[config.mk]
export PLATFORM = sky130hd
export DESIGN_NAME = strap_config_access_select
export DESIGN_NICKNAME = d
export VERILOG_FILES = /design/src/core/strap_cfg_pkg.sv /design/src/core/client_select_edge.sv /design/src/core/strap_config_access_select.sv
export SDC_FILE = /design/constraint.sdc
export NUM_CORES = 1
export LEC_CHECK = 0
export BUFFER_PORTS_ARGS = -buffer_cell sky130_fd_sc_hd__buf_4
export CAP_MARGIN = 20
export CORE_ASPECT_RATIO = 0.75
export CORE_MARGIN = 4
export CORE_UTILIZATION = 42
export DETAILED_ROUTE_END_ITERATION = 8
export HOLD_SLACK_MARGIN = 0.06
export PLACE_DENSITY = 0.8
export SYNTH_ARGS = -nofsm -noshare
export SYNTH_HDL_FRONTEND = slang
export SYNTH_HIERARCHICAL = 1
export SYNTH_SLANG_ARGS = --single-unit
[constraint.sdc]
create_clock -name core_clk -period 3.1 [get_ports core_clk]
set_clock_uncertainty 0.05 [all_clocks]
set_input_delay 0.155 -clock core_clk [delete_from_list [all_inputs] [get_ports core_clk]]
set_output_delay 0.155 -clock core_clk [all_outputs]
set_load 0.01 [all_outputs]
[src/core/strap_cfg_pkg.sv]
/*
  Package for the strap-in configuration and access-mode selector: register offsets,
  field positions, reset values, strap encodings and the state enumeration.
  Assumes a 20 MHz core clock and a 32-bit APB register bus.
*/
package strap_cfg_pkg;

  // ****************************************************************
  // register map (byte addresses)
  // ****************************************************************
  localparam logic [7:0] REG_STRAP_STATUS = 8'h00;   // latched straps, read only
  localparam logic [7:0] REG_LED_MODE     = 8'h04;   // led indication mode
  localparam logic [7:0] REG_PORT1_CTRL   = 8'h08;   // effective port 1 settings
  localparam logic [7:0] REG_EEPROM_CTRL  = 8'h0C;   // eeprom presence / status

  // ****************************************************************
  // field positions
  // ****************************************************************
  localparam int LED_MODE_LSB   = 4;                 // two-bit field [5:4]
  localparam int ST_SPEED_BIT   = 0;
  localparam int ST_AUTONEG_BIT = 1;
  localparam int ST_MODE_LSB    = 2;                 // access mode [3:2]
  localparam int ST_VALID_BIT   = 4;
  localparam int P1_AUTONEG_BIT = 0;
  localparam int P1_SPEED_BIT   = 1;                 // 1 = 100 Mbit/s
  localparam int EE_PRESENT_BIT = 0;
  localparam int EE_DONE_BIT    = 1;
  localparam int EE_DEFAULT_BIT = 2;

  // ****************************************************************
  // reset values and encodings
  // ****************************************************************
  localparam logic [1:0] LED_MODE_RESET    = 2'h0;   // speed / link-activity
  localparam logic [1:0] MODE_EEPROM_HOST  = 2'h0;
  localparam logic [1:0] MODE_SPI_CLIENT   = 2'h2;
  localparam logic [1:0] MODE_MGMT         = 2'h3;

  // ****************************************************************
  // timing: eeprom answer window after reset
  // ****************************************************************
  localparam int CLK_MHZ          = 20;
  localparam int EE_WAIT_US       = 100;
  localparam int EE_WAIT_CYCLES   = EE_WAIT_US * CLK_MHZ;
  localparam logic [11:0] EE_WAIT_LAST = 12'(EE_WAIT_CYCLES - 1);

  typedef enum logic [2:0] {
    ST_LATCH = 3'b001,
    ST_PROBE = 3'b010,
    ST_RUN   = 3'b100
  } cfg_state_t;

endpackage

[src/core/client_select_edge.sv]
/*
  Serial client select front end: detects the start of a transaction and gates the
  serial data output enable. Assumes the select input is synchronous to core_clk.
*/
module client_select_edge (
  input  wire logic core_clk,
  input  wire logic rst_n,
  input  wire logic clientMode,
  input  wire logic serial_client_select_n,
  output logic      txnStart,
  output logic      selected
);

  typedef struct packed {
    logic selPrev_r;
  } edge_state_t;

  edge_state_t st_r;
  edge_state_t st_nxt;

  // remember the last select level; reset high so no false start
  always_comb begin
    st_nxt.selPrev_r = serial_client_select_n;
  end

  always_ff @(posedge core_clk or negedge rst_n) begin
    if (!rst_n) begin
      st_r.selPrev_r <= 1'b1;
    end else begin
      st_r <= st_nxt;
    end
  end

  assign txnStart = clientMode & st_r.selPrev_r & ~serial_client_select_n;
  assign selected = clientMode & ~serial_client_select_n;

endmodule

[src/core/strap_config_access_select.sv]
/*
  Strap-in configuration loader and register access selector for a three-port switch.
  Latches the strap levels on the multiplexed led pins once after reset, derives port 1
  speed and auto-negotiation, selects the register access mode, and exposes all of it
  over an APB slave. Assumes all pin inputs are synchronous to core_clk.
*/
// The implementer's own choices: the APB slave port and the register offsets.
// Function
// - while select is high, ignore the client bus and float the data output.
// - a falling edge of select starts a new client transaction.
// - autoneg off forces port 1 to 100 if speed strap high, else 10.
// - autoneg strap high enables port 1 autoneg; low disables it.
// - leds default to speed and link/activity; two-bit field selects mode.
// - port 2 led pins form access-mode strap; 00 means eeprom host mode.
// - with no eeprom answering, use register defaults plus strap values.
// - in client mode register read data goes out on the data output pin.
// - host mode drives serial clock out; management mode takes it in.
module strap_config_access_select (
  input  wire logic        core_clk,
  input  wire logic        rst_n,
  input  wire logic        port1_led_first_in,
  input  wire logic        port1_led_second_in,
  input  wire logic        port2_led_first_in,
  input  wire logic        port2_led_second_in,
  input  wire logic [1:0]  ledIndication,
  output logic             port1_led_first,
  output logic             port1_led_second,
  output logic             port2_led_first,
  output logic             port2_led_second,
  output logic             ledOe_n,
  input  wire logic        port1Speed100,
  input  wire logic        port1Link,
  input  wire logic        port2Speed100,
  input  wire logic        port2Link,
  input  wire logic        eepromAck,
  input  wire logic        eepromDone,
  input  wire logic        serial_client_select_n,
  input  wire logic        clientReadBit,
  output logic             clientTxnStart,
  output logic             serial_client_data_out,
  output logic             serialDataOe_n,
  input  wire logic        hostSerialClk,
  input  wire logic        serialClkIn,
  output logic             serialClkOut,
  output logic             serialClkOe_n,
  output logic             serialClkToCore,
  output logic             port1AutonegEn,
  output logic             port1Force100,
  input  wire logic        psel,
  input  wire logic        penable,
  input  wire logic        pwrite,
  input  wire logic [7:0]  paddr,
  input  wire logic [31:0] pwdata,
  output logic [31:0]      prdata,
  output logic             pready,
  output logic             pslverr
);

  // ****************************************************************
  // state
  // ****************************************************************
  typedef struct packed {
    strap_cfg_pkg::cfg_state_t fsm_r;
    logic                      speedStrap_r;
    logic                      autonegStrap_r;
    logic [1:0]                modeStrap_r;
    logic                      strapValid_r;
    logic [1:0]                ledMode_r;
    logic                      eePresent_r;
    logic                      eeDone_r;
    logic                      eeDefault_r;
    logic [11:0]               eeCnt_r;
    logic [31:0]               prdata_r;
    logic                      pslverr_r;
    logic                      dataOut_r;
  } cfg_regs_t;

  cfg_regs_t st_r;
  cfg_regs_t st_nxt;
  logic      txnStart;
  logic      selected;
  logic      clientMode;
  logic      hostMode;
  logic      apbAccess;
  logic      strapLatched;

  assign clientMode   = st_r.strapValid_r && (st_r.modeStrap_r == strap_cfg_pkg::MODE_SPI_CLIENT);
  assign hostMode     = st_r.strapValid_r && (st_r.modeStrap_r == strap_cfg_pkg::MODE_EEPROM_HOST);
  assign apbAccess    = psel & penable;
  assign strapLatched = st_r.strapValid_r;

  client_select_edge u_sel (
    .core_clk               (core_clk),
    .rst_n                  (rst_n),
    .clientMode             (clientMode),
    .serial_client_select_n (serial_client_select_n),
    .txnStart               (txnStart),
    .selected               (selected)
  );

  // ****************************************************************
  // next-state logic
  // ****************************************************************
  // straps are sampled in the first cycle after release, never again
  always_comb begin
    st_nxt           = st_r;
    st_nxt.pslverr_r = 1'b0;
    case (st_r.fsm_r)
      strap_cfg_pkg::ST_LATCH: begin
        st_nxt.speedStrap_r   = port1_led_first_in;
        st_nxt.autonegStrap_r = port1_led_second_in;
        st_nxt.modeStrap_r    = {port2_led_first_in, port2_led_second_in};
        st_nxt.strapValid_r   = 1'b1;
        st_nxt.fsm_r          = strap_cfg_pkg::ST_PROBE;
      end
      strap_cfg_pkg::ST_PROBE: begin
        // only host mode waits for an eeprom; other modes run at once
        if (st_r.modeStrap_r != strap_cfg_pkg::MODE_EEPROM_HOST) begin
          st_nxt.fsm_r = strap_cfg_pkg::ST_RUN;
        end else if (eepromAck) begin
          st_nxt.eePresent_r = 1'b1;
          st_nxt.eeDone_r    = eepromDone;
          if (eepromDone) begin
            st_nxt.fsm_r = strap_cfg_pkg::ST_RUN;
          end
        end else if (!st_r.eePresent_r && st_r.eeCnt_r == strap_cfg_pkg::EE_WAIT_LAST) begin
          st_nxt.eeDefault_r = 1'b1;
          st_nxt.fsm_r       = strap_cfg_pkg::ST_RUN;
        end else begin
          st_nxt.eeCnt_r = st_r.eeCnt_r + 12'h001;
        end
      end
      strap_cfg_pkg::ST_RUN: begin
        st_nxt.fsm_r = strap_cfg_pkg::ST_RUN;
      end
      default: begin
        st_nxt.fsm_r = strap_cfg_pkg::ST_LATCH;
      end
    endcase

    // apb: writes and read errors take effect in the access phase; read data is captured in the setup phase
    if (apbAccess && pwrite) begin
      if (paddr == strap_cfg_pkg::REG_LED_MODE) begin
        st_nxt.ledMode_r = pwdata[strap_cfg_pkg::LED_MODE_LSB +: 2];
      end else if (paddr != strap_cfg_pkg::REG_EEPROM_CTRL) begin
        st_nxt.pslverr_r = (paddr != strap_cfg_pkg::REG_STRAP_STATUS) &&
                           (paddr != strap_cfg_pkg::REG_PORT1_CTRL);
      end
    end
    if (psel && !penable && !pwrite) begin
      st_nxt.prdata_r = 32'h0000_0000;
      case (paddr)
        strap_cfg_pkg::REG_STRAP_STATUS: begin
          st_nxt.prdata_r[strap_cfg_pkg::ST_SPEED_BIT]        = st_r.speedStrap_r;
          st_nxt.prdata_r[strap_cfg_pkg::ST_AUTONEG_BIT]      = st_r.autonegStrap_r;
          st_nxt.prdata_r[strap_cfg_pkg::ST_MODE_LSB +: 2]    = st_r.modeStrap_r;
          st_nxt.prdata_r[strap_cfg_pkg::ST_VALID_BIT]        = st_r.strapValid_r;
        end
        strap_cfg_pkg::REG_LED_MODE: begin
          st_nxt.prdata_r[strap_cfg_pkg::LED_MODE_LSB +: 2]   = st_r.ledMode_r;
        end
        strap_cfg_pkg::REG_PORT1_CTRL: begin
          st_nxt.prdata_r[strap_cfg_pkg::P1_AUTONEG_BIT]      = st_r.autonegStrap_r;
          st_nxt.prdata_r[strap_cfg_pkg::P1_SPEED_BIT]        = st_r.speedStrap_r;
        end
        strap_cfg_pkg::REG_EEPROM_CTRL: begin
          st_nxt.prdata_r[strap_cfg_pkg::EE_PRESENT_BIT]      = st_r.eePresent_r;
          st_nxt.prdata_r[strap_cfg_pkg::EE_DONE_BIT]         = st_r.eeDone_r;
          st_nxt.prdata_r[strap_cfg_pkg::EE_DEFAULT_BIT]      = st_r.eeDefault_r;
        end
        default: begin
          st_nxt.prdata_r = 32'h0000_0000;
        end
      endcase
    end
    if (apbAccess && !pwrite) begin
      st_nxt.pslverr_r = (paddr != strap_cfg_pkg::REG_STRAP_STATUS) &&
                         (paddr != strap_cfg_pkg::REG_LED_MODE) &&
                         (paddr != strap_cfg_pkg::REG_PORT1_CTRL) &&
                         (paddr != strap_cfg_pkg::REG_EEPROM_CTRL);
    end

    // client read data is registered so the pin never glitches mid bit
    st_nxt.dataOut_r = selected ? clientReadBit : 1'b0;
  end

  // ****************************************************************
  // registers
  // ****************************************************************
  always_ff @(posedge core_clk or negedge rst_n) begin
    if (!rst_n) begin
      st_r.fsm_r          <= strap_cfg_pkg::ST_LATCH;
      st_r.speedStrap_r   <= 1'b0;
      st_r.autonegStrap_r <= 1'b0;
      st_r.modeStrap_r    <= strap_cfg_pkg::MODE_EEPROM_HOST;
      st_r.strapValid_r   <= 1'b0;
      st_r.ledMode_r      <= strap_cfg_pkg::LED_MODE_RESET;
      st_r.eePresent_r    <= 1'b0;
      st_r.eeDone_r       <= 1'b0;
      st_r.eeDefault_r    <= 1'b0;
      st_r.eeCnt_r        <= 12'h000;
      st_r.prdata_r       <= 32'h0000_0000;
      st_r.pslverr_r      <= 1'b0;
      st_r.dataOut_r      <= 1'b0;
    end else begin
      st_r <= st_nxt;
    end
  end

  // ****************************************************************
  // outputs
  // ****************************************************************
  // pins are inputs until straps are caught, then become led drivers
  assign ledOe_n          = ~strapLatched;
  assign port1_led_first  = (st_r.ledMode_r == strap_cfg_pkg::LED_MODE_RESET) ? port1Speed100 : ledIndication[0];
  assign port1_led_second = (st_r.ledMode_r == strap_cfg_pkg::LED_MODE_RESET) ? port1Link : ledIndication[1];
  assign port2_led_first  = (st_r.ledMode_r == strap_cfg_pkg::LED_MODE_RESET) ? port2Speed100 : ledIndication[0];
  assign port2_led_second = (st_r.ledMode_r == strap_cfg_pkg::LED_MODE_RESET) ? port2Link : ledIndication[1];

  assign port1AutonegEn = st_r.autonegStrap_r;
  assign port1Force100  = ~st_r.autonegStrap_r & st_r.speedStrap_r;

  assign clientTxnStart         = txnStart;
  assign serial_client_data_out = st_r.dataOut_r;
  assign serialDataOe_n         = ~selected;

  // host mode makes the serial clock; other modes listen to the pin
  assign serialClkOut    = hostMode & hostSerialClk;
  assign serialClkOe_n   = ~hostMode;
  assign serialClkToCore = hostMode ? hostSerialClk : serialClkIn;

  assign prdata  = st_r.prdata_r;
  assign pready  = 1'b1;
  assign pslverr = apbAccess & st_nxt.pslverr_r;

endmodule

Yosys cells after proc, flatten, opt, wreduce, memory -nomap -nowiden
Index checks and enable logic that the tools add are counted.
{"block": "totals", "regBits": 33, "output_inout_bits": 47, "in_bits": 61, "wordCells": 86}
{"block": "op_classes", "addsub": 1, "mux": 20, "n_eq_ne": 13, "reduce_logical": 24, "bitwise": 15}
{"operator": "8-bit by 4-bit equality test with 1-bit output, second input constant", "count": 2}
{"operator": "8-bit by 4-bit inequality test with 1-bit output, second input constant", "count": 2}
{"operator": "12-bit by 1-bit adder with 12-bit output, second input constant", "count": 1}
{"operator": "12-bit by 11-bit equality test with 1-bit output, second input constant", "count": 1}
{"operator": "1-bit two-way mux", "count": 12}
{"operator": "3-bit two-way mux", "count": 4}
{"operator": "1-bit logical AND", "count": 11}
{"operator": "3-bit one-hot mux with 3 select lines", "count": 1}
{"operator": "8-bit by 3-bit equality test with 1-bit output, second input constant", "count": 1}
{"operator": "8-bit zero test", "count": 1}
{"operator": "4-bit inequality test, second input constant", "count": 2}
{"operator": "8-bit by 3-bit inequality test with 1-bit output, second input constant", "count": 1}
{"operator": "1-bit inverter", "count": 8}
{"operator": "4-bit AND reduction", "count": 2}
{"operator": "8-bit nonzero test", "count": 1}
{"operator": "1-bit AND", "count": 7}
{"operator": "2-bit one-hot mux with 3 select lines", "count": 1}
{"operator": "2-bit zero test", "count": 2}
{"operator": "1-bit one-hot mux with 2 select lines", "count": 2}
{"operator": "2-bit AND reduction", "count": 2}
{"operator": "3-bit by 1-bit equality test with 1-bit output, second input constant", "count": 1}
{"operator": "3-bit by 2-bit equality test with 1-bit output, second input constant", "count": 1}
{"operator": "3-bit equality test, second input constant", "count": 1}
{"operator": "1-bit zero test", "count": 3}
{"operator": "other kinds (3)", "count": 3}

Depth between registers and ports, before layout
{"block": "logic_depth", "word_depth": 7, "ltp_mapped": 5, "mapped_depth_nobuf": 5}

Cells and area by module
Netlist, hierarchy kept.
{"module": "strap_config_access_select", "n_inst": 1, "cells_each": 182, "seq_area_each_um2": 802.0, "area_per_inst_um2": 1785.5}
{"module": "client_select_edge", "n_inst": 1, "cells_each": 3, "seq_area_each_um2": 26.3, "area_per_inst_um2": 41.3}

Worst setup path after synthesis
No wires, ideal clock.
{"block": "synth_timing", "path_kind": "reg-to-reg", "startpoint": "reg st_r[39] (netlist name)", "endpoint": "reg st_r[57] (netlist name)", "n_path_buf": 0, "setup_ns": 0.131, "stages_incl_launch_ff": 5, "synth_period_minus_slack_ns": 1.875, "arrival_time_ns": 1.693, "slack_ns": 1.225, "t_required_ns": 2.919, "cell_sequence": "dfrtp_1 > or4_4 > nor4_4 > nor2_2 > or3_1"}
{"block": "synth_via", "elab_chain_len": 4}
{"item": "start, declared", "line": "strap_config_access_select.sv:78", "source": "cfg_regs_t st_r;"}
{"item": "start signal, assigned", "line": "strap_config_access_select.sv:206", "source": "st_r <= st_nxt;"}
{"item": "12-bit by 11-bit equality test with 1-bit output", "line": "strap_config_access_select.sv:126", "source": "end else if (!st_r.eePresent_r && st_r.eeCnt_r == strap_cfg_pkg::EE_WAIT_LAST) begin"}
{"item": "1-bit logical AND", "line": "strap_config_access_select.sv:126"}
{"item": "4-bit inequality test (no source line)"}
{"item": "2-bit AND reduction (no source line)"}
No other way between the ends.
A chain may end at the register's enable or synchronous reset.

Worst setup path in the final report
{"block": "layout_timing", "startpoint": "reg st_r[58] (netlist name)", "endpoint": "reg st_r[35] (netlist name)"}
{"block": "layout_via", "elab_chain_len": 2}
{"item": "3-bit by 2-bit equality test with 1-bit output", "line": "strap_config_access_select.sv:108", "source": "case (st_r.fsm_r)"}
{"item": "4-bit AND reduction (no source line)"}
No other way between the ends.

==> summary.txt <==
Global routing
  – Pin count of the biggest net entering global routing: 34
  – Vias in the first global route: 1376
  – Met3 Use GR: 4.89%
  – Busiest layer in global routing: met2
  – GR Util met1: 19.3%
  – Grt total ovfl: 0
  – Met2 GRT Util: 23.2%
  – Tot GR Track Use: 15.0%
  – Antenna violations before repair: 0
  – Global-route wire length before repair: 6.48 mm

Clocking
  – Post-CTS Hold Buffers: 9
  – Clk_lat worst skew: 0.28 ns
  – CTS tree: built
  – Post-cts sizing count: 0
  – CTS Sinks: 33
  – Deepest clock path buffer count: 2
  – Clk pin slew, worst setup/hold paths: 0.06 ns
  – Clock Tree Root: clkbuf_8
  – Post-CTS Setup Inserts: 0
  – H-tree Lvls: 2
  – Num CTS Buffers: 5

Timing
  – Tcrit/Tclk final: 70.2%
  – Setup TNS: 0 ns
  – Relative slew slack: 55.9%
  – Pin slew with the least headroom to its limit: 0.653 ns
  – Endpoints failing setup: 0
  – Final Hold Fails: 0
  – Hold slack: 0.0821 ns
  – Max Clock Freq: 459 MHz
  – Max Slew Vio Count: 0
  – Unrepaired setup endpoints after global routing: no
  – Tmin final: 2.18 ns
  – Worst setup margin: 0.923 ns

Setup path
  – WS Path Type: reg -> reg
  – Worst EP required: 3.22 ns
  – Crit end category: flip-flop
  – Crit path max fanout: 8
  – Crit path DAT: 2.30 ns
  – Crit start category: flip-flop

Route
  – Vias: 1421
  – Post-DRT Antenna Nets: 0
  – Routed len/inst: 13.1 µm
  – Initial DRC count: 71
  – Pre-antenna DRT Iters: 4
  – Routed WL: 3.91 mm
  – DR DRC count: 0
  – Via-per-instance ratio: 4.77

Pwr
  – Combinational Power Share: 8.7%
  – Lkg Pwr: 1.23 nW
  – VDD IR max: 433 µV
  – Seq pwr share: 43.5%
  – Switching portion of total power: 20.4%
  – Clock power frac: 47.8%
  – NetSw: 0.203 mW
  – Pwr/cell area: 425 nW/µm²
  – P_int: 0.793 mW
  – Overall power: 0.996 mW

Place
  – GPL Wtd Cong: 0.791
  – Port Buf Inserts: 50
  – Place WS: 0.976 ns
  – Dpl hpwl: 2.98 mm

Yosys
  – Count of different cell masters after synthesis: 40
  – Yosys reg bits: 33
  – Mean Syn Cell Area: 9.87 µm²
  – Yosys warns: 6
  – Largest cells by area after synthesis: dfrtp_1 42%, buf_4 14%, mux2_2 4.3%, xor2_1 4.3%, nand2_1 4.1%
  – Mapped Area: 1830 µm²
  – Top cell type by total area after synthesis: dfrtp_1
  – Post-synthesis sequential area ratio: 45.3%
  – Share of the synthesized area in the top cell type: 42.5%
  – Synthesized instance count: 185
  – Post-synth ARST share: 100%
  – Number of synthesized flops with an enable pin: 0
  – Predominant post-synthesis flop cell: dfrtp_1

Layout
  – Layout cell share with drive strength beyond 1: 30.0%
  – Area growth syn-to-layout: 28.2%
  – Commonest cells after routing, fill and taps aside: 51 x buf_4, 31 x dfrtp_1, 27 x conb_1, 20 x nand2_1, 12 x nor2_1
  – Antenna cells: 0
  – Commonest non-fill, non-tap cell in the layout: buf_4
  – Nets: 304
  – Post-layout util: 56.7%

Floorplan
  – Row cnt: 20
  – Die area: 5480 µm²
  – Initial Util: 44.2%
  – Core area: 4130 µm²
  – Die height: 65.1 µm
  – Die width: 84.2 µm
  – I/O pin cnt: 108

Hold path
  – Hold WC Path Type: in -> reg

Run
  – Max Cap Viol: 0

Status
  – Outcome: completed
## cell families after synthesis
group | share of synthesized area (%)
muxes | 5.41
adders and majority gates | 0.685
DFF | 45.3
other | 0.411
xor gates and xnor gates | 5.75
AOI/OAI and AO/OA | 5.96
and+or+nand+nor | 21.2
buffers and inverters | 15.2
## cells in the mapped netlist (2+ instances only)
cell	count
or3_1	2
and3_1	2
nor3_1	7
nor2_1	12
nor2b_1	3
a21o_1	3
nor4_1	2
xor2_1	9
nand2_1	20
a21oi_1	2
nand3_1	5
o21ai_0	4
buf_4	33
clkbuf_1	2
mux2i_1	2
dfstp_2	2
conb_1	2
a2111oi_0	2
dfrtp_1	31
mux2_2	7
o31ai_1	2
xnor2_1	3
nor3b_1	4
nand4_1	3
inv_1	6
## power groups by stage
stage | Combinational, mW | Sequential [mW] | Clock [mW]
3_3_place_gp | 0.0754 | 0.441 | 0
6_report | 0.0864 | 0.433 | 0.477
4_1_cts | 0.0860 | 0.433 | 0.483
3_5_place_dp | 0.0766 | 0.441 | 0
5_1_grt | 0.0955 | 0.433 | 0.510
2_1_floorplan | 0.0546 | 0.441 | 0
## critical path, cell delays in order (launching register included)
cell	delay, ns
dfrtp_1	0.41
nor4b_1	0.61
nand2_1	0.35
nor2_2	0.28
mux2_2	0.36
## layout make-up
type	instances	area, µm²
Fill cell	368	1790
Sequential cell	33	828
Multi-Input combinational cell	136	815
Timing Repair Buffer	60	473
Clock buffer	5	68.8
Tap cell	55	68.8
Clock inverter	3	65.1
Inverter	6	22.5
## sequential cells by signal (all words and copies together), names as in the netlist
register	cells
st_r	23
prdata	6
port1AutonegEn	1
strapLatched	1
serial_client_data_out	1
u_sel/st_r	1
## worst paths after layout
path | slack, ns | depth (start not counted) | startpoint | end
worst min register to register | 0.42 | 1 | st_r[46] | st_r[46]
worst max-delay path | 0.92 | 4 | st_r[58] | st_r[35]
min in group asynchronous | 0.30 | 2 | rst_n | st_r[53]
max in group asynchronous | 2.37 | 2 | rst_n | st_r[56]
worst max register to register | 0.92 | 4 | st_r[58] | st_r[35]
worst min-delay path | 0.08 | 2 | eepromDone | st_r[47]
## through the flow
stage,cells,cell area [µm²]
6_report,298,2340
2_1_floorplan,210,1920
3_3_place_gp,281,2120
5_1_grt,298,2340
3_5_place_dp,281,2120
4_1_cts,298,2340
## metal layers
| metal | vias to the layer above | routed length [µm] |
|---|---|---|
| met2 | 48 | 1800 |
| met1 | 681 | 1770 |
| met3 | 7 | 295 |
| li1 | 685 | - |
| met5 | - | 0 |
| met4 | 0 | 55 |
No activity file was read; power rests on OpenSTA's default activity.
